===== src/pkg/irq_vector_defs.vh =====
// Purpose: shared constants of the peripheral interrupt vector unit
// Assumes: included by bare name from each rtl file
// Notes:   definitions only, no logic
`ifndef IRQ_VECTOR_DEFS_VH
`define IRQ_VECTOR_DEFS_VH
// register addresses
`define ADDR_CORE_IE    8'ha8
`define ADDR_VECTOR     16'hff92
// core enable register layout
`define IE_EXT0         0
`define IE_TIMER0       1
`define IE_EXT1         2
`define IE_TIMER1       3
`define IE_SERIAL       4
`define IE_GLOBAL       7
`define IE_WRITE_MASK   8'h9f
`define IE_RESET        8'h00
// core entry addresses
`define ENTRY_RESET     16'h0000
`define ENTRY_EXT0      16'h0003
`define ENTRY_TIMER0    16'h000b
`define ENTRY_EXT1      16'h0013
`define ENTRY_TIMER1    16'h001b
`define ENTRY_SERIAL    16'h0023
// vector register
`define VEC_NONE        8'h00
`define GROUP_BASE      4'h1
`define SLOT_COUNT      8
// flat source index = (group - 1) * 8 + slot
`define SRC_OUT_EP1     1
`define SRC_OUT_EP2     2
`define SRC_OUT_EP3     3
`define SRC_IN_EP1      9
`define SRC_IN_EP2      10
`define SRC_IN_EP3      11
`define SRC_SETUP_OVR   16
`define SRC_SETUP_RX    17
`define SRC_RESUME      20
`define SRC_SUSPEND     21
`define SRC_BUS_RESET   22
`define SRC_WAKEUP      23
`define SRC_SB_TXE      24
`define SRC_SB_RXF      25
`define SRC_IN_EP0      26
`define SRC_OUT_EP0     27
`define SRC_UART_STAT   32
`define SRC_UART_MODEM  33
`define SRC_UART_RXF    40
`define SRC_UART_TXE    41
`define SRC_DMA1        56
`define SRC_DMA3        58
`endif


===== src/rtl/source_order_arbiter.v =====
// Purpose: pending flags and arrival order for the eight slots of one group
// Assumes: set_req and clr_req are synchronous to clock
// Notes:   oldest pending slot wins; equal arrival goes to the lower slot
`timescale 1ns/100ps
`default_nettype none
`include "irq_vector_defs.vh"
module source_order_arbiter (
	input  wire       clock,
	input  wire       reset_n,
	input  wire [7:0] set_req,
	input  wire [7:0] clr_req,
	output reg  [7:0] pending_q,
	output wire       any_pending,
	output reg  [2:0] winner
);
	wire [7:0]  arrive;   // slot becomes (or re-becomes) pending now
	wire [63:0] older;    // older[i*8+j]: slot j arrived before slot i
	reg         blocked;  // scan helper
	integer     k;        // scan index
	integer     m;        // scan index

	// a clear in the same cycle as a set counts as a fresh arrival
	assign arrive      = set_req & (~pending_q | clr_req);
	assign any_pending = |pending_q;

	// pending flags: set wins over clear
	always @(posedge clock) begin
		if (!reset_n) begin
			pending_q <= 8'h00;
		end else begin
			pending_q <= (pending_q & ~clr_req) | set_req;
		end
	end

	// age matrix, one flop per ordered pair
	genvar i, j;
	generate
		for (i = 0; i < `SLOT_COUNT; i = i + 1) begin : g_row
			for (j = 0; j < `SLOT_COUNT; j = j + 1) begin : g_col
				reg older_bit_q;  // slot j ahead of slot i
				always @(posedge clock) begin
					if (!reset_n) begin
						older_bit_q <= 1'b0;
					end else if (arrive[i]) begin
						// everyone still waiting is ahead of a newcomer
						older_bit_q <= (pending_q[j] & ~clr_req[j] & ~arrive[j]) |
							((j < i) ? arrive[j] : 1'b0);
					end else if (arrive[j]) begin
						// a re-arrival drops to the back of the line
						older_bit_q <= 1'b0;
					end
				end
				assign older[i*8+j] = older_bit_q;
			end
		end
	endgenerate

	// pick the pending slot that nobody pending is ahead of
	always @* begin
		winner  = 3'h0;
		blocked = 1'b0;
		for (k = `SLOT_COUNT - 1; k >= 0; k = k - 1) begin
			blocked = 1'b0;
			for (m = 0; m < `SLOT_COUNT; m = m + 1) begin
				if (older[k*8+m] && pending_q[m]) begin
					blocked = 1'b1;
				end
			end
			if (pending_q[k] && !blocked) begin
				winner = k[2:0];
			end
		end
	end
endmodule // source_order_arbiter
`default_nettype wire


===== src/rtl/core_irq_gate.v =====
// Purpose: standard enable register and gating of the five core sources
// Assumes: core special-function writes arrive as a one-cycle strobe
// Notes:   entry address is registered, one cycle behind the sources
`timescale 1ns/100ps
`default_nettype none
`include "irq_vector_defs.vh"
module core_irq_gate (
	input  wire        clock,
	input  wire        reset_n,
	input  wire [7:0]  sfr_addr,
	input  wire        sfr_wr,
	input  wire [7:0]  sfr_wdata,
	input  wire        combined_n,
	input  wire        combined_peripheral_request_level_select,
	input  wire        timer0_irq,
	input  wire        ext1_irq,
	input  wire        timer1_irq,
	input  wire        serial_irq,
	output reg  [7:0]  ie_q,
	output reg         core_irq_valid,
	output reg  [15:0] core_irq_entry
);
	reg        level_mode_q;     // 0 edge, 1 active-low level
	reg        combined_prev_q;  // last combined line, for falling edge
	wire       ext0_req;         // external 0 request toward the core
	wire [4:0] live;             // sources passed by their enables

	// enable register at the core's special-function address
	always @(posedge clock) begin
		if (!reset_n) begin
			ie_q <= `IE_RESET;
		end else if (sfr_wr && sfr_addr == `ADDR_CORE_IE) begin
			ie_q <= sfr_wdata & `IE_WRITE_MASK;
		end
	end

	// trigger mode: edge after reset until firmware selects level
	always @(posedge clock) begin
		if (!reset_n) begin
			level_mode_q    <= 1'b0;
			combined_prev_q <= 1'b1;
		end else begin
			level_mode_q    <= combined_peripheral_request_level_select;
			combined_prev_q <= combined_n;
		end
	end

	// edge mode would miss requests that overlap; firmware picks level
	assign ext0_req = level_mode_q ? ~combined_n :
		(combined_prev_q & ~combined_n);

	// global gate over the per-source enables
	assign live = {serial_irq & ie_q[`IE_SERIAL], timer1_irq & ie_q[`IE_TIMER1],
		ext1_irq & ie_q[`IE_EXT1], timer0_irq & ie_q[`IE_TIMER0],
		ext0_req & ie_q[`IE_EXT0]} & {5{ie_q[`IE_GLOBAL]}};

	// fixed order: external 0 first, serial port last
	always @(posedge clock) begin
		if (!reset_n) begin
			core_irq_valid <= 1'b0;
			core_irq_entry <= `ENTRY_RESET;
		end else begin
			core_irq_valid <= |live;
			if (live[0]) begin
				core_irq_entry <= `ENTRY_EXT0;
			end else if (live[1]) begin
				core_irq_entry <= `ENTRY_TIMER0;
			end else if (live[2]) begin
				core_irq_entry <= `ENTRY_EXT1;
			end else if (live[3]) begin
				core_irq_entry <= `ENTRY_TIMER1;
			end else if (live[4]) begin
				core_irq_entry <= `ENTRY_SERIAL;
			end else begin
				core_irq_entry <= `ENTRY_RESET;
			end
		end
	end
endmodule // core_irq_gate
`default_nettype wire


===== src/rtl/peripheral_interrupt_vector_unit.v =====
// Purpose: combines on-chip peripheral requests into one vectored request
// Assumes: all inputs synchronous to clock; strobes last one cycle
// Notes:   presented vector stays put until firmware retires it
//          a retire clears one flag; next vector follows
//          trigger mode and UART enables are inputs
// What this block does
// - keep timer, external 1, serial entry addresses
// - external 0 at 0003h, reset at 0000h
// - OR all peripheral requests into external 0
// - enable bits per source, reset zero
// - bit 7 gates every interrupt
// - enable register at special address A8h
// - external 0 edge-triggered after reset
// - read-only vector register at FF92h
// - any write retires, next vector loads
// - vector bit 0 always zero
// - no pending source reads 00h
// - group bits 7..4, slot bits 3..1
// - same group served in arrival order
// - higher group number wins
// - hardwired priorities, 84h highest used
// - group 1 out endpoints, group 2 in endpoints
// - group 3 USB bus events
// - group 4 serial bus and endpoint 0
// - UART status, modem, receive, transmit codes
// - group 8 DMA channels 1 and 3
// - UART requests gated by UART enables
`timescale 1ns/100ps
`default_nettype none
`include "irq_vector_defs.vh"
module peripheral_interrupt_vector_unit (
	input  wire        clock,
	input  wire        reset_n,

	// core special-function register port
	// one-cycle strobes, address and data with them
	input  wire [7:0]  sfr_addr,
	input  wire        sfr_wr,
	input  wire        sfr_rd,
	input  wire [7:0]  sfr_wdata,
	output reg  [7:0]  sfr_rdata,

	// core external data register port
	// write data is ignored; any write retires
	input  wire [15:0] xdata_addr,
	input  wire        xdata_wr,
	input  wire        xdata_rd,
	input  wire [7:0]  xdata_wdata,
	output reg  [7:0]  xdata_rdata,

	// USB endpoint requests, index = endpoint number
	// endpoint 0 goes to group 4, the rest to 1, 2
	input  wire [3:0]  out_ep_irq,
	input  wire [3:0]  in_ep_irq,

	// USB bus events
	// each high cycle sets the event's flag
	input  wire        setup_overwrite_event,
	input  wire        setup_received_event,
	input  wire        resume_request_event,
	input  wire        suspend_request_event,
	input  wire        bus_reset_event,
	input  wire        wakeup_event,

	// serial bus flags
	// levels: held high they pend again
	input  wire        serial_bus_transmit_empty_flag,
	input  wire        serial_bus_receive_full_flag,

	// UART requests and the UART's own enables
	input  wire        uart_status_event,
	input  wire        uart_modem_event,
	input  wire        uart_receive_full_flag,
	input  wire        uart_transmit_empty_flag,
	input  wire        uart_modem_irq_enable,
	input  wire        uart_status_irq_enable,
	input  wire        uart_data_irq_enable,

	// DMA channel requests
	// channel 2 has no code and is not wired
	input  wire        dma1_irq,
	input  wire        dma3_irq,

	// standard core sources and trigger mode
	// gated by the enable register, never vectored
	input  wire        timer0_irq,
	input  wire        ext1_irq,
	input  wire        timer1_irq,
	input  wire        serial_irq,
	input  wire        combined_peripheral_request_level_select,

	// results
	output wire        combined_peripheral_request_n,
	output wire [7:0]  pending_source_vector,
	output wire [7:0]  core_interrupt_enable,
	output wire        core_irq_valid,
	output wire [15:0] core_irq_entry
);
	// flat index = (group - 1) * 8 + slot
	reg  [63:0] src_set;       // flat request vector, eight slots per group
	wire [63:0] src_clr;       // retire strobe for one flat source
	wire [7:0]  grp_any;       // group has something pending
	wire [23:0] grp_win;       // three-bit winner per group
	wire [63:0] grp_pend;      // pending flags of every slot
	reg  [7:0]  vector_q;      // presented vector
	reg  [7:0]  next_vec;      // best candidate right now
	reg         combined_n_q;  // combined request, active low
	wire        retire;        // firmware write to the vector register
	wire [7:0]  ie_value;      // enable register contents
	reg  [3:0]  gnum;          // scan helper: group number
	integer     g;             // scan index

	// flat index of the source behind a presented vector
	// so a retire clears that one flag only
	function [5:0] vec_to_flat;
		input [7:0] vec;
		reg   [3:0] grp_m1;
		begin
			grp_m1      = vec[7:4] - `GROUP_BASE;
			vec_to_flat = {grp_m1[2:0], vec[3:1]};
		end
	endfunction

	// vector register address; the retire strobe and
	// the read port both decode it
	function addr_is_vector;
		input [15:0] addr;
		begin
			addr_is_vector = (addr == `ADDR_VECTOR);
		end
	endfunction

	// place each peripheral request in its group slot
	// plain wiring: no source reaches a reserved code
	// group 7 has an arbiter but nothing wired to it
	always @* begin
		src_set = 64'h0000_0000_0000_0000;
		// groups 1 and 2: endpoints 1 to 3
		src_set[`SRC_OUT_EP1]    = out_ep_irq[1];
		src_set[`SRC_OUT_EP2]    = out_ep_irq[2];
		src_set[`SRC_OUT_EP3]    = out_ep_irq[3];
		src_set[`SRC_IN_EP1]     = in_ep_irq[1];
		src_set[`SRC_IN_EP2]     = in_ep_irq[2];
		src_set[`SRC_IN_EP3]     = in_ep_irq[3];

		// group 3: bus events
		src_set[`SRC_SETUP_OVR]  = setup_overwrite_event;
		src_set[`SRC_SETUP_RX]   = setup_received_event;
		src_set[`SRC_RESUME]     = resume_request_event;
		src_set[`SRC_SUSPEND]    = suspend_request_event;
		src_set[`SRC_BUS_RESET]  = bus_reset_event;
		src_set[`SRC_WAKEUP]     = wakeup_event;

		// group 4: serial bus, then endpoint 0
		src_set[`SRC_SB_TXE]     = serial_bus_transmit_empty_flag;
		src_set[`SRC_SB_RXF]     = serial_bus_receive_full_flag;
		src_set[`SRC_IN_EP0]     = in_ep_irq[0];
		src_set[`SRC_OUT_EP0]    = out_ep_irq[0];

		// UART sources only count while the UART enables them
		src_set[`SRC_UART_STAT]  = uart_status_event & uart_status_irq_enable;
		src_set[`SRC_UART_MODEM] = uart_modem_event & uart_modem_irq_enable;
		src_set[`SRC_UART_RXF]   = uart_receive_full_flag & uart_data_irq_enable;
		src_set[`SRC_UART_TXE]   = uart_transmit_empty_flag & uart_data_irq_enable;

		// group 8: two DMA channels
		src_set[`SRC_DMA1]       = dma1_irq;
		src_set[`SRC_DMA3]       = dma3_irq;
		// reserved and unused slots stay zero, so they never present
	end

	// any write to the vector address retires, whatever the data
	// firmware may write back what it read, or anything
	assign retire = xdata_wr && addr_is_vector(xdata_addr);

	// clear only the source that is presented; nothing if none is
	// a stray write at 00h must not clear a flag that
	// has arrived but has not been shown yet
	assign src_clr = (retire && vector_q != `VEC_NONE) ?
		(64'h0000_0000_0000_0001 << vec_to_flat(vector_q)) :
		64'h0000_0000_0000_0000;

	// one arrival-order arbiter per group, unused group 7 included
	// groups never compete here; the scan does that,
	// so a busy low group cannot hold back a higher one
	genvar gi;
	generate
		for (gi = 0; gi < `SLOT_COUNT; gi = gi + 1) begin : g_group
			source_order_arbiter u_arb (
				.clock       (clock),
				.reset_n     (reset_n),
				.set_req     (src_set[gi*8 +: 8]),
				.clr_req     (src_clr[gi*8 +: 8]),
				.pending_q   (grp_pend[gi*8 +: 8]),
				.any_pending (grp_any[gi]),
				.winner      (grp_win[gi*3 +: 3])
			);
		end
	endgenerate

	// highest group number with anything pending wins
	// each arbiter already picked its oldest slot, so
	// eight candidates remain; no state, one cycle deep
	// group numbers differ, so no tie is possible
	always @* begin
		next_vec = `VEC_NONE;
		gnum     = `GROUP_BASE;
		for (g = 0; g < `SLOT_COUNT; g = g + 1) begin
			gnum = g[3:0] + `GROUP_BASE;
			if (grp_any[g]) begin
				// later groups overwrite earlier ones
				next_vec = {gnum, grp_win[g*3 +: 3], 1'b0};
			end
		end
	end

	// vector register: loads when empty, empties on retire
	// holding it steady keeps the dispatch value firmware just read
	// from changing under it when a higher group arrives meanwhile
	// limitation: a higher group waits one service pass
	// preempting is faster but could retire a vector
	// that firmware never read
	// firmware must allow the 00h cycle after a retire
	always @(posedge clock) begin
		if (!reset_n) begin
			vector_q <= `VEC_NONE;
		end else if (retire) begin
			// next pending vector loads on the following edge
			vector_q <= `VEC_NONE;
		end else if (vector_q == `VEC_NONE) begin
			vector_q <= next_vec;
		end
	end

	// combined request: low while any source is pending
	// taken from the flags, so it falls as the vector
	// loads and stays low across the 00h gap while
	// more wait; a flop keeps it glitch free
	always @(posedge clock) begin
		if (!reset_n) begin
			combined_n_q <= 1'b1;
		end else begin
			combined_n_q <= ~(|grp_any);
		end
	end

	// read data for the core's external data port
	// one cycle of data, then 00h, so the core can OR
	// this port with the read ports of other blocks
	always @(posedge clock) begin
		if (!reset_n) begin
			xdata_rdata <= 8'h00;
		end else if (xdata_rd && addr_is_vector(xdata_addr)) begin
			xdata_rdata <= vector_q;
		end else begin
			// other addresses belong to other blocks; drive zero
			xdata_rdata <= 8'h00;
		end
	end

	// read data for the special-function port
	// other special-function addresses read 00h here
	always @(posedge clock) begin
		if (!reset_n) begin
			sfr_rdata <= 8'h00;
		end else if (sfr_rd && sfr_addr == `ADDR_CORE_IE) begin
			sfr_rdata <= ie_value;
		end else begin
			sfr_rdata <= 8'h00;
		end
	end

	// enable register and standard source gating
	// core sources share only the enable register;
	// its bit 0 gates the combined line into the core
	// entry and valid trail the sources by one edge
	core_irq_gate u_gate (
		.clock             (clock),
		.reset_n           (reset_n),
		.sfr_addr          (sfr_addr),
		.sfr_wr            (sfr_wr),
		.sfr_wdata         (sfr_wdata),
		.combined_n        (combined_n_q),
		.combined_peripheral_request_level_select (combined_peripheral_request_level_select),
		.timer0_irq        (timer0_irq),
		.ext1_irq          (ext1_irq),
		.timer1_irq        (timer1_irq),
		.serial_irq        (serial_irq),
		.ie_q              (ie_value),
		.core_irq_valid    (core_irq_valid),
		.core_irq_entry    (core_irq_entry)
	);

	// outputs straight from flops
	// no logic between these flops and the pins
	assign combined_peripheral_request_n = combined_n_q;
	assign pending_source_vector         = vector_q;
	assign core_interrupt_enable         = ie_value;
endmodule // peripheral_interrupt_vector_unit
`default_nettype wire


===== config.mk =====
export PLATFORM = sky130hd
export DESIGN_NAME = peripheral_interrupt_vector_unit
export DESIGN_NICKNAME = d
export VERILOG_FILES = /design/src/rtl/source_order_arbiter.v /design/src/rtl/core_irq_gate.v /design/src/rtl/peripheral_interrupt_vector_unit.v
export VERILOG_INCLUDE_DIRS = /design/src /design/src/pkg
export SDC_FILE = /design/constraint.sdc
export NUM_CORES = 1
export LEC_CHECK = 0
export BUFFER_PORTS_ARGS = -buffer_cell sky130_fd_sc_hd__buf_2
export CELL_PAD_IN_SITES_DETAIL_PLACEMENT = 0
export CELL_PAD_IN_SITES_GLOBAL_PLACEMENT = 2
export CORE_ASPECT_RATIO = 0.8
export CORE_MARGIN = 3
export CORE_UTILIZATION = 30
export CTS_CLUSTER_DIAMETER = 150
export DETAILED_ROUTE_END_ITERATION = 16
export PLACE_DENSITY_LB_ADDON = 0.1
export SYNTH_ARGS = -nofsm -noshare
export SYNTH_HDL_FRONTEND = slang
export SYNTH_HIERARCHICAL = 1
export SYNTH_SLANG_ARGS = --single-unit

===== constraint.sdc =====
create_clock -name clock -period 2.8 [get_ports clock]
set_clock_uncertainty 0.1 [all_clocks]
set_input_delay 0.14 -clock clock [delete_from_list [all_inputs] [get_ports clock]]
set_output_delay 0.14 -clock clock [all_outputs]
set_load 0.1 [all_outputs]

### Yosys cells after proc, flatten, opt, wreduce, memory -nomap -nowiden

Index checks and enable logic that the tools add are counted.

| cells by class | value |
|---|---|
| add/subtract/negate cells | 1 |
| equal/unequal tests | 2 |
| shift-type cells | 1 |
| multiplexer cells | 975 |
| bitwise operators | 331 |
| reduce and logical (&&, ||, !) cells | 779 |

Operator list:

| kind | number |
|---|---|
| 2-to-1 mux 1 bit | 897 |
| logical AND 1 bit | 509 |
| nonzero test 2 bit | 196 |
| 2-to-1 mux 3 bit | 64 |
| bitwise AND 1 bit | 122 |
| inverter 8 bit | 15 |
| inverter 1 bit | 115 |
| bitwise AND 8 bit | 9 |
| 2-to-1 mux 64 bit | 1 |
| bitwise OR 8 bit | 8 |
| OR reduction 64 bit | 1 |
| OR reduction 8 bit | 8 |
| << shifter 1 x 6 -> 64 bit (first input constant) | 1 |
| logical NOT 1 bit | 56 |
| 2-to-1 mux 8 bit | 7 |
| bitwise OR 1 bit | 49 |
| bitwise AND 4 x 8 -> 8 bit | 3 |
| bitwise OR 8 x 4 -> 8 bit | 3 |
| bitwise AND 2 x 8 -> 8 bit | 2 |
| equality test 16 bit (second input constant) | 1 |
| bitwise OR 8 x 2 -> 8 bit | 2 |
| 2-to-1 mux 5 bit | 3 |
| OR reduction 5 bit | 2 |
| bitwise AND 3 x 8 -> 8 bit | 1 |
| other kinds (12) | 14 |

| storage, ports and cells | value |
|---|---|
| register bits | 550 |
| input bits | 76 |
| output and inout bits | 50 |
| word-level logic and storage cells | 2557 |

### Logic depth before layout (Yosys ltp)

Gate-level depths: netlist of run 1.

| depth | value |
|---|---|
| depth after elaboration | 27 |
| depth in mapped cells | 14 |
| mapped depth without buffers | 10 |

### Cells and area by module

Netlist of run 1, hierarchy kept.

By module, submodules not included:

| module | instances | cells each | area an instance (µm²) |
|---|---|---|---|
| source_order_arbiter | 8 | 337 | 3089.2 |
| peripheral_interrupt_vector_unit | 1 | 226 | 1619.1 |
| core_irq_gate | 1 | 68 | 609.3 |

### Worst setup path before layout of run 1

Ideal clock, no wire load.

| timing path | value |
|---|---|
| kind | register -> register |
| start | register vector_q[4], in the netlist pending_source_vector[4] |
| end | register g_group[2].u_arb.g_row[7].g_col[2].older_bit_q |
| arrival | 3.175 ns |
| data required time | 2.562 ns |
| path slack | -0.614 ns |
| stages on the path, launching flop included | 15 |
| buffers on the path | 5 |
| period minus slack after synthesis | 3.414 ns |
| cell sequence | dfxtp_1 clkbuf_1 inv_1 ha_1 xnor2_1 nand4b_4 buf_6 nor2_1 nor2b_1 clkbuf_2 nand2b_1 buf_4 buf_4 nand2_1 o22ai_1 |

| on the way | value |
|---|---|
| elaborated cells on any way between the ends | 14 |
| classes of those cells | 1 x add/sub; 1 x shift; 2 x mux; 7 x bitwise; 3 x reduce/logical |

RTL lines:

| item | line | text |
|---|---|---|
| start: declaration | peripheral_interrupt_vector_unit.v:105 | `reg [7:0] vector_q;` |
| start signal: assignment | peripheral_interrupt_vector_unit.v:226 | `` vector_q <= `VEC_NONE; `` |
| start signal: assignment | peripheral_interrupt_vector_unit.v:229 | `` vector_q <= `VEC_NONE; `` |
| start signal: assignment | peripheral_interrupt_vector_unit.v:231 | `vector_q <= next_vec;` |
| subtractor 3 x 1 -> 3 bit (no line) / nonzero test 8 bit (equally long branches) | -- |  |
| << shifter 1 x 6 -> 64 bit / logical AND 1 bit (equally long branches) | -- |  |
| 2-to-1 mux 64 bit * | peripheral_interrupt_vector_unit.v:179 | `` assign src_clr = (retire && vector_q != `VEC_NONE) ? `` |
| net src_clr[23] | peripheral_interrupt_vector_unit.v:101 | `wire [63:0] src_clr;` |
| bitwise OR 8 bit * | source_order_arbiter.v:23 | `assign arrive = set_req & (~pending_q \| clr_req);` |
| bitwise AND 8 bit * | source_order_arbiter.v:23 |  |
| 2-to-1 mux 1 bit / nonzero test 2 bit (equally long branches) | -- |  |
| end signal: assignment | source_order_arbiter.v:46 | `older_bit_q <= (pending_q[j] & ~clr_req[j] & ~arrive[j]) \|` |
| end: declaration | source_order_arbiter.v:40 | `reg older_bit_q;` |

The timed path passes the listed nets; every way through them passes the cells marked *.
A chain may end at the register's enable or synchronous reset.

### Worst setup path after layout of run 1

| timing path | value |
|---|---|
| start | register vector_q[4], in the netlist pending_source_vector[4] |
| end | register g_group[1].u_arb.g_row[1].g_col[7].older_bit_q |

| on the way | value |
|---|---|
| longest elaborated chain between the ends | 8 |
| elaborated cells on any way between the ends | 13 |
| classes of those cells | 1 x add/sub; 1 x shift; 2 x mux; 6 x bitwise; 3 x reduce/logical |

Ends and longest elaborated chain:

| item | line | text |
|---|---|---|
| subtractor 3 x 1 -> 3 bit (no line) / nonzero test 8 bit (equally long branches) | -- |  |
| << shifter 1 x 6 -> 64 bit / logical AND 1 bit (equally long branches) | -- |  |
| 2-to-1 mux 64 bit * | peripheral_interrupt_vector_unit.v:179 |  |
| net src_clr[15] | peripheral_interrupt_vector_unit.v:101 |  |
| bitwise OR 8 bit | source_order_arbiter.v:23 |  |
| bitwise AND 4 x 8 -> 8 bit | source_order_arbiter.v:23 |  |
| inverter 1 bit | source_order_arbiter.v:46 |  |
| bitwise AND 1 bit | source_order_arbiter.v:46 |  |
| 2-to-1 mux 1 bit | source_order_arbiter.v:44 | `end else if (arrive[i]) begin` |
| end signal: assignment | source_order_arbiter.v:46 |  |
| end: declaration | source_order_arbiter.v:40 |  |

Marks and branches as above.

==> results of run 1 <==
## metrics by stage
stage	hold WS, ps	TNS, ps
finish	45.71	0
global route	38.89	-6.277
CTS	0.4291	0
detailed placement	256.8	0
global placement	250.4	0
floorplan	116.2	0
## layout make-up
type,instances,share of cell area
Antenna cell,1,0.00007715
Sequential cell,612,0.3781
Timing Repair Buffer,333,0.07568
Clock buffer,101,0.06542
Inverter,94,0.01088
Clock inverter,15,0.004783
Multi-Input combinational cell,2293,0.4192
Tap cell,1188,0.04582
## synthesized netlist by cell type, drive strengths merged, types with 20 or more instances
cell    number
dfxtp      612
nand2      397
nor2       315
buf        205
a22oi      201
o22ai      200
o221a      168
o21ai      101
inv         94
nor2b       81
nand3       74
and3        64
nand4       60
nand2b      57
clkbuf      49
a21boi      40
a211oi      32
and2        29
nand4b      26
a21oi       20
## critical path, cell delays in order, from the launching register on
cell and delay, ps:
dfxtp_4 340, inv_1 70, ha_1 270, xnor2_2 200
nand4_4 210, buf_4 180, nor2_1 50, nor2b_1 850
o221a_2 350
## registers in the layout (all words and copies together), names as in the netlist, 4 cells and up
| name | count |
|---|---|
| g_group.u_arb/g_row.g_col.older_bit_q | 512 |
| g_group.u_arb/pending_q | 64 |
| pending_source_vector | 7 |
| sfr_rdata | 8 |
| u_gate/core_irq_entry | 4 |
| u_gate/ie_q | 6 |
| xdata_rdata | 7 |
## kinds of logic after synthesis
kind of cell | share of synthesized area
other | 0.0002787
AOI/OAI and AO/OA | 0.2376
muxes | 0.002229
xor gates and xnor gates | 0.0006503
and+or+nand+nor | 0.2251
adders and majority gates | 0.0004643
DFF | 0.4547
buffers and inverters | 0.07886
## power groups by stage
stage / Sequential, W / Combinational, W / Clock, W
3_3_place_gp: 0.00983 / 0.00287 / 0
5_1_grt: 0.00971 / 0.00334 / 0.00994
4_1_cts: 0.00964 / 0.00295 / 0.00963
3_5_place_dp: 0.00983 / 0.00290 / 0
2_1_floorplan: 0.00965 / 0.00212 / 0
6_report: 0.00965 / 0.00305 / 0.00931
## path summary, 6_finish.rpt
kind         slack (ps)                                        endpoint                                           start
min reg2reg         360  g_group[3].u_arb/g_row[2].g_col[1].older_bit_q  g_group[3].u_arb/g_row[2].g_col[1].older_bit_q
max                 120  g_group[1].u_arb/g_row[1].g_col[7].older_bit_q                        pending_source_vector[4]
max reg2reg         120  g_group[1].u_arb/g_row[1].g_col[7].older_bit_q                        pending_source_vector[4]
min                  50  g_group[4].u_arb/g_row[1].g_col[0].older_bit_q                                uart_modem_event
## metal layers
| layer | share of wire | wire length [µm] |
|---|---|---|
| met3 | 0.058 | 5530 |
| met1 | 0.51 | 48710 |
| met5 | 0 | 0 |
| met4 | 0.023 | 2196 |
| met2 | 0.41 | 39090 |
## timing repair
item	in CTS	in global routing
gates cloned	0	1
resized for setup	1	13
setup endpoints to repair	1	30
buffers inserted	0	1
hold buffers	38	0
hold endpoints to repair	153	0
==> results.json, run 1 <==
{
  "status": "finished, final reports clean",
  "final_layout_size_suffix_gt1_frac": 0.1926,
  "die-area_mm2": 0.09346,
  "layout.cells.most_common": "dfxtp_1",
  "slew_headroom": 0.2801,
  "netlist-cell-type-count": 67,
  "dr.pass1.iters": 6,
  "wl_per_cell_um": 20.60,
  "cts_buffers": 71,
  "hpwl_um": 67300,
  "area_delta_synth_final_pct": 20.40,
  "design.core.area_mm2": 0.08823,
  "worst_slew_pin_slew_ps": 1078,
  "p_leak_nw": 13.34,
  "comb_power_share": 0.138,
  "finalCritPeriodShare": 0.9558,
  "postPlaceCellArea_mm2": 0.02973,
  "yosys-top-cells-area": "dfxtp_1 45%, o221a_2 7.0%, a22oi_1 5.6%",
  "finalHoldViolations": 0,
  "start_util": 0.3054,
  "cts_tree": "built",
  "place_congestion": 0.8103,
  "clockBufferDepth": 3,
  "ys_warn_count": 6,
  "arrival_ps": 3130,
  "cts_root_buf": "clkbuf_16",
  "pwr-share-seq": 0.439,
  "rsz0062_at_grt": "true",
  "die_h_um": 274.0,
  "cp_max_fo": 8,
  "drt_iter0_drc": 1895,
  "rows": 97,
  "final_area_mm2": 0.03244,
  "fin_ws_ps": 123.7,
  "die_w_um": 341.1,
  "setup_viol_count_final": 0,
  "peakVddDrop_v": 0.0004025,
  "power_frac_clock": 0.423,
  "syn_inst": 2990,
  "yosysTopAreaCellShare": 0.4547,
  "ys_seq_elements": 612,
  "p_sw_w": 0.006208,
  "ys_async_sr_fraction": 0,
  "netlist_area_mm2": 0.02694,
  "grt_max_degree": 69,
  "drc": 0,
  "grt_pass1_wl_um": 143700,
  "synth-main-ff-cell": "dfxtp_1",
  "met3_usage": 0.03983,
  "regArea_mm2": 0.01226,
  "htreeDepth": 3,
  "ant_nets": 0,
  "avgSynthCellArea_um2": 9.011,
  "routed_wl_um": 95520,
  "num_io_pins": 126,
  "criticalPathCategory": "register to register",
  "grt_util_met1": 0.3025,
  "min_path_type": "input port to register",
  "grtUsageTotal": 0.2014,
  "synth_area_leader_cell": "dfxtp_1",
  "p_total_w": 0.02200,
  "power.density_mw_per_mm2": 678.4,
  "grt_antenna_before_repair": 3,
  "clock_latency_ps": 610,
  "final_cell_mix": "604 x dfxtp_1, 396 x nand2_1, 304 x nor2_1",
  "multi_input_area_mm2": 0.01360,
  "nets": 3482,
  "place_ws_ps": 16.01,
  "cp-end-kind": "register",
  "stdcell_count": 4637,
  "grt-busiest-layer": "met1",
  "met2_usage": 0.2916,
  "internal_power_w": 0.01580,
  "max_freq_mhz": 373.7,
  "synth-seq-area-share": 0.4547,
  "dp.cells": 4480,
  "period_minus_slack_ps": 2676,
  "crit_required_ps": 3260,
  "viasPerCell": 4.976,
  "cp-start-kind": "register",
  "final_core_util": 0.3676,
  "nFillCells": 9038,
  "vias": 23080,
  "switching_share": 0.2821,
  "clkTransAtPathRegs_ps": 60,
  "cts.sinks": 612,
  "drv_slew": 0,
  "reg2reg_depth": 8,
  "maxCapViolCount": 0,
  "grt_pass1_vias": 22190,
  "grt-ovfl-total": 0,
  "synth_edf_count": 0,
  "io_buffers": 100,
  "holdPathStages": 5
}
(Power assumes the default switching activity.)
==> run 2, diff against run 1 <==
--- a/config.mk
+++ b/config.mk
@@ -10,11 +10,12 @@
 export CELL_PAD_IN_SITES_DETAIL_PLACEMENT = 0
 export CELL_PAD_IN_SITES_GLOBAL_PLACEMENT = 2
 export CORE_ASPECT_RATIO = 0.8
-export CORE_MARGIN = 3
+export CORE_MARGIN = 4
 export CORE_UTILIZATION = 30
 export CTS_CLUSTER_DIAMETER = 150
 export DETAILED_ROUTE_END_ITERATION = 16
 export PLACE_DENSITY_LB_ADDON = 0.1
+export REMOVE_ABC_BUFFERS = 1
 export SYNTH_ARGS = -nofsm -noshare
 export SYNTH_HDL_FRONTEND = slang
 export SYNTH_HIERARCHICAL = 1
==> run 2 against run 1 <==
Net effect: largest power group unchanged; flip-flop and latch count is the same; cell count grew 1.3%; highest routed layer is now met5; global-route usage shrank 1.3 points; first-iteration DRC count shrank 6.9%; via count grew 0.12%; sequential power is essentially flat.
==> results.json, run 2 (same netlist as run 1, synthesis figures left out) <==
{
  "cts.sinks": 612,
  "cp-start-kind": "register",
  "grt_antenna_before_repair": 4,
  "dp.cells": 4517,
  "final_layout_size_suffix_gt1_frac": 0.1946,
  "grtUsageTotal": 0.1888,
  "top_regs": "g_group.u_arb/g_row.g_col.older_bit_q (512), g_group.u_arb/pending_q (64), sfr_rdata (8)",
  "clockBufferDepth": 3,
  "cpPeakStageDelay_ps": 400,
  "max_freq_mhz": 376.3,
  "regMostFlops": "g_group.u_arb/g_row.g_col.older_bit_q",
  "cts_root_buf": "clkbuf_16",
  "antennaDiodeCount": 0,
  "crit_required_ps": 3230,
  "p_total_w": 0.02208,
  "peakVddDrop_v": 0.0003816,
  "design.core.area_mm2": 0.08927,
  "slew_headroom": 0.2897,
  "vias": 23100,
  "holdPathStages": 5,
  "cts_setup_buffers": 0,
  "cts_tree": "built",
  "ant_nets": 0,
  "drt_iter0_drc": 1764,
  "period_minus_slack_ps": 2657,
  "io_buffers": 100,
  "whs_endpoint": "g_group[4].u_arb/g_row[1].g_col[0].older_bit_q",
  "hpwl_um": 64500,
  "finalHoldViolations": 0,
  "criticalPathCategory": "register to register",
  "die_w_um": 343.1,
  "clock_latency_ps": 610,
  "die_h_um": 276.0,
  "rows": 98,
  "crit_chain": "buf_4 -> a211oi_1 -> nand4_1 -> a311oi_2 -> buf_4 -> inv_1 -> a221oi_1 -> o211ai_1 -> a21oi_1",
  "grt_pass1_vias": 22610,
  "viasPerCell": 4.921,
  "critPathSlowestCell": "dfxtp_1",
  "maxCapViolCount": 0,
  "hold_start": "uart_modem_event",
  "cp-end-kind": "register",
  "final_cell_mix": "601 x dfxtp_1, 397 x nand2_1, 306 x nor2_1",
  "start_util": 0.3018,
  "setup_viol_count_final": 0,
  "worst_slew_pin_slew_ps": 1058,
  "routed_wl_um": 91430,
  "status": "finished, final reports clean",
  "r2r-end": "pending_source_vector[3]",
  "area_delta_synth_final_pct": 21.98,
  "reg2reg_depth": 9,
  "htreeDepth": 3,
  "wl_per_cell_um": 19.47,
  "stdcell_count": 4695,
  "finalCritPeriodShare": 0.9490,
  "arrival_ps": 3090,
  "die-area_mm2": 0.09470,
  "min_path_type": "input port to register",
  "rsz0062_at_grt": "false",
  "reg2reg_from": "g_group[2].u_arb/pending_q[1]",
  "layout.cells.most_common": "dfxtp_1",
  "largest_reg_flops": 512,
  "grt_max_degree": 78,
  "cpMostUsedCell": "buf_4",
  "num_io_pins": 126,
  "dr.pass1.iters": 5,
  "power.density_mw_per_mm2": 672.0,
  "drc": 0,
  "grt_pass1_wl_um": 139700,
  "clkTransAtPathRegs_ps": 60,
  "cp_max_fo": 6,
  "p_leak_nw": 13.56,
  "place_congestion": 0.7955,
  "cts_buffers": 72,
  "drv_slew": 0,
  "grt-ovfl-total": 0,
  "r2r_setup_slack_ps": 140,
  "nets": 3524
}
[run 2: cell count changes in the layout (fill, tap and decap cells not counted), sizes merged]
| cell | delta |
|---|---|
| buf | +24 |
| bufinv | +1 |
| clkbuf | +12 |
| clkinv | -5 |
| clkinvlp | -2 |
| diode | -1 |
| dlygate4sd3 | +18 |
| nor2b | -1 |
[run 2: worst max path at each step]
stage	slack, ps	cells after the start	from	end
detailed placement	-70	10	g_group[0].u_arb/pending_q[2]	pending_source_vector[2]
floorplan	-540	9	pending_source_vector[4]	g_group[2].u_arb/g_row[0].g_col[2].older_bit_q
global placement	-90	10	xdata_addr[2]	g_group[2].u_arb/g_row[2].g_col[1].older_bit_q
CTS	4	9	g_group[0].u_arb/pending_q[3]	pending_source_vector[3]
finish	140	9	g_group[2].u_arb/pending_q[1]	pending_source_vector[3]
global route	7	9	g_group[2].u_arb/pending_q[1]	pending_source_vector[3]
[run 2: critical path: cells and delay by family, from the launching register on]
kind / cells / cell delay (ps)
compound gates: 5 / 1410
buf+inv: 3 / 440
flops: 1 / 400
simple gates: 1 / 240
[run 2: layer usage]
layer,GRT usage,wire (µm),vias to the layer above,share of wire
met5,0,34,-,0.00037
met4,0.04762,2037,4,0.022
met3,0.02700,4049,123,0.044
met2,0.2817,38870,470,0.43
met1,0.2838,46430,10970,0.51
li1,-,-,11540,-
[run 2: power by group]
group,internal (W),switching (W)
registers,0.00919,0.000465
clock network,0.00561,0.00371
logic,0.00115,0.00195
[run 2: layout make-up]
type,count,area [µm²]
Sequential cell,612,12270
Clock inverter,9,145.1
Inverter,94,352.8
Multi-Input combinational cell,2292,13600
Timing Repair Buffer,375,2840
Clock buffer,113,2157
Fill cell,9179,56400
Tap cell,1200,1501
[run 2: timing repair]
item | in CTS | in global routing
hold buffers | 56 | 0
pin swaps | 1 | 3
hold endpoints to repair | 193 | 0
gates resized for setup | 2 | 18
cloned | 0 | 0
endpoints found under the setup margin | 3 | 64
[run 2: stage by stage]
step	setup slack [ps]	hold slack [ps]	TNS (ps)	utilization	instance area, µm²
after detailed placement	-73.12	260.7	-885.0	0.3353	29940
after global placement	-86.73	251.7	-1635	0.3353	29940
after CTS	4.088	28.38	0	0.3674	32800
final	142.9	74.02	0	0.3682	32860
after global routing	6.775	102.0	0	0.3682	32860
after floorplan	-543.5	110.0	-92270	-	26150
==> run 3, diff against run 2 <==
--- a/config.mk
+++ b/config.mk
@@ -6,6 +6,7 @@
 export SDC_FILE = /design/constraint.sdc
 export NUM_CORES = 1
 export LEC_CHECK = 0
+export ABC_AREA = 1
 export BUFFER_PORTS_ARGS = -buffer_cell sky130_fd_sc_hd__buf_2
 export CELL_PAD_IN_SITES_DETAIL_PLACEMENT = 0
 export CELL_PAD_IN_SITES_GLOBAL_PLACEMENT = 2
@@ -16,6 +17,7 @@
 export DETAILED_ROUTE_END_ITERATION = 16
 export PLACE_DENSITY_LB_ADDON = 0.1
 export REMOVE_ABC_BUFFERS = 1
+export SLEW_MARGIN = 20
 export SYNTH_ARGS = -nofsm -noshare
 export SYNTH_HDL_FRONTEND = slang
 export SYNTH_HIERARCHICAL = 1
==> run 3 against run 2 <==
Net effect: power rose by 4.3%; worst setup slack improved by 28 ps; largest cell class unchanged; clock-buffer cell count down 7; utilization fell by 1.9 points; routed wire length rose by 12%; area after synthesis up 15%.
==> results.json, run 3 <==
{
  "status": "finished, final reports clean",
  "die_h_um": 294.9,
  "tns_ps": 0,
  "rows": 104,
  "yosys-top-cells-area": "dfxtp_1 40%, nand2_1 9.6%, nor2_8 5.3%",
  "finalCritPeriodShare": 0.9391,
  "area_delta_synth_final_pct": 14.82,
  "cts_buffers": 74,
  "final_layout_size_suffix_gt1_frac": 0.2433,
  "power_frac_clock": 0.432,
  "ys_seq_elements": 612,
  "hold_start": "xdata_addr[2]",
  "comb_power_share": 0.150,
  "design.core.area_mm2": 0.1014,
  "grt_pass1_wl_um": 158000,
  "routed_wl_um": 102100,
  "htreeDepth": 3,
  "avgSynthCellArea_um2": 8.243,
  "crit_required_ps": 3170,
  "peakVddDrop_v": 0.0004427,
  "grt_max_degree": 74,
  "reg2reg_depth": 12,
  "synth_edf_count": 0,
  "criticalPathCategory": "register to register",
  "dp.cells": 5164,
  "arrival_ps": 3000,
  "synth-seq-area-share": 0.3970,
  "io_buffers": 100,
  "crit_chain": "inv_2 -> ha_1 -> xnor2_4 -> inv_1 -> buf_4 -> nor3_1 -> inv_1 -> nand2_1 -> nand2_2 -> buf_4 -> nand3_1 -> a21oi_1",
  "regMostFlops": "g_group.u_arb/g_row.g_col.older_bit_q",
  "top_regs": "g_group.u_arb/g_row.g_col.older_bit_q (512), g_group.u_arb/pending_q (64), sfr_rdata (8)",
  "cts_root_buf": "clkbuf_16",
  "dr.pass1.iters": 5,
  "r2r-end": "g_group[0].u_arb/g_row[1].g_col[5].older_bit_q",
  "cts.sinks": 612,
  "grt-ovfl-total": 0,
  "yosysMostFrequentCell": "nand2_1",
  "hpwl_um": 68740,
  "synth-main-ff-cell": "dfxtp_1",
  "viasPerCell": 4.751,
  "holdPathStages": 6,
  "whs_endpoint": "xdata_rdata[4]",
  "largest_reg_flops": 512,
  "setup_viol_count_final": 0,
  "start_util": 0.3045,
  "rsz0062_at_grt": "false",
  "critPathSlowestCell": "dfxtp_1",
  "cts_setup_buffers": 0,
  "stdcell_count": 5354,
  "syn_inst": 3744,
  "p_total_w": 0.02304,
  "maxCapViolCount": 0,
  "finalHoldViolations": 0,
  "synth_area_leader_cell": "dfxtp_1",
  "place_ws_ps": 82.56,
  "vias": 25440,
  "drv_slew": 0,
  "netlist_top_cells_count": "786 x nand2_1, 612 x dfxtp_1, 267 x inv_1",
  "cts_tree": "built",
  "netlist_area_mm2": 0.03086,
  "worst_slew_pin_slew_ps": 908.9,
  "internal_power_w": 0.01610,
  "final_cell_mix": "786 x nand2_1, 611 x dfxtp_1, 265 x inv_1",
  "clockBufferDepth": 3,
  "cp-end-kind": "register",
  "drt_iter0_drc": 1722,
  "cpPeakStageDelay_ps": 320,
  "ant_nets": 0,
  "die-area_mm2": 0.1081,
  "grt_pass1_vias": 24550,
  "p_leak_nw": 13.66,
  "cp-start-kind": "register",
  "ys_async_sr_fraction": 0,
  "clock_latency_ps": 630,
  "ys_warn_count": 6,
  "min_path_type": "input port to register",
  "slew_headroom": 0.3932,
  "drc": 0,
  "die_w_um": 366.6,
  "cp_max_fo": 14,
  "power.density_mw_per_mm2": 650.3,
  "clkTransAtPathRegs_ps": 60,
  "r2r_setup_slack_ps": 170,
  "p_sw_w": 0.006945,
  "fin_ws_ps": 170.6,
  "nets": 4051,
  "place_congestion": 0.7603,
  "grtUsageTotal": 0.1871,
  "yosysTopAreaCellShare": 0.3970,
  "pwr-share-seq": 0.418,
  "num_io_pins": 126,
  "period_minus_slack_ps": 2629,
  "wl_per_cell_um": 19.06,
  "switching_share": 0.3014,
  "max_freq_mhz": 380.3,
  "grt_antenna_before_repair": 0,
  "netlist-cell-type-count": 43,
  "layout.cells.most_common": "nand2_1",
  "reg2reg_from": "pending_source_vector[4]"
}
## run 3: changes by cell type in the layout (fill, tap and decap cells not counted), sizes merged, moves of 168 or more
cell,delta
a21oi,+266
nand3,+248
inv,+320
nand4,+178
nand2,+456
o22ai,-200
a22oi,-201
o221a,-168
## run 3: how the worst max path moves through the flow
stage | start | endpoint | slack, ps | cells past startpoint
after floorplan | pending_source_vector[4] | g_group[2].u_arb/g_row[6].g_col[2].older_bit_q | -1960 | 10
after global placement | pending_source_vector[4] | g_group[2].u_arb/g_row[7].g_col[2].older_bit_q | 130 | 10
after detailed placement | pending_source_vector[4] | g_group[2].u_arb/g_row[7].g_col[5].older_bit_q | 80 | 10
after CTS | pending_source_vector[4] | g_group[2].u_arb/g_row[7].g_col[5].older_bit_q | 50 | 10
after global routing | pending_source_vector[4] | g_group[0].u_arb/g_row[1].g_col[0].older_bit_q | 3 | 12
final | pending_source_vector[4] | g_group[0].u_arb/g_row[1].g_col[5].older_bit_q | 170 | 12
## run 3: power by group through the flow
| stage | Clock, W | Combinational, W | Sequential [W] |
|---|---|---|---|
| 4_1_cts | 0.0103 | 0.00334 | 0.00963 |
| 3_5_place_dp | 0 | 0.00329 | 0.00982 |
| 6_report | 0.00994 | 0.00347 | 0.00963 |
| 2_1_floorplan | 0 | 0.00211 | 0.00979 |
| 5_1_grt | 0.0107 | 0.00382 | 0.00969 |
| 3_3_place_gp | 0 | 0.00329 | 0.00983 |
## run 3: repair_timing
item                       CTS  global route
resized for setup            0             6
setup endpoints to repair    0            32
hold endpoints to repair   226             0
hold buffers                59             0
## run 3: routing by layer
| metal | up-vias | global-route usage | share of wire |
|---|---|---|---|
| li1 | 12900 | - | - |
| met1 | 12020 | 0.2874 | 0.53 |
| met4 | 0 | 0.03753 | 0.019 |
| met2 | 412 | 0.2765 | 0.41 |
| met5 | - | 0 | 0 |
| met3 | 105 | 0.02624 | 0.037 |
## run 3: cell type report
type	instances	area [µm²]
clock buffers	106	2136
clock inverters	24	302.8
diodes	1	2.502
fillers	10890	65930
inverters	414	1727
repair buffers	291	2121
well taps	1325	1658
multi-input cells	2581	15240
flip-flops and latches	612	12250
## run 3: per-stage QoR
step / hold slack, ps / util / cell area [µm²]
floorplan: 116.2 / - / 29190
global placement: 254.5 / 0.3195 / 32380
detailed placement: 244.1 / 0.3195 / 32380
CTS: 76.18 / 0.3493 / 35410
global route: 141.5 / 0.3496 / 35430
finish: 131.7 / 0.3496 / 35440
## run 3: worst max-delay path, delay by kind of cell (launching register included)
| kind | cells | cell delay, ps |
|---|---|---|
| buffers and inverters | 5 | 940 |
| adders and majority gates | 1 | 280 |
| and+or+nand+nor | 4 | 620 |
| DFF | 1 | 320 |
| AOI/OAI and AO/OA | 1 | 60 |
| xor gates and xnor gates | 1 | 140 |
## run 3: cells by family after synthesis
| family | share of synthesized area |
|---|---|
| adders and majority gates | 0.0004053 |
| DFF | 0.3970 |
| xor gates and xnor gates | 0.0005272 |
| and+or+nand+nor | 0.3483 |
| AOI/OAI and AO/OA | 0.1318 |
| other | 0.0002433 |
| buffers and inverters | 0.1218 |
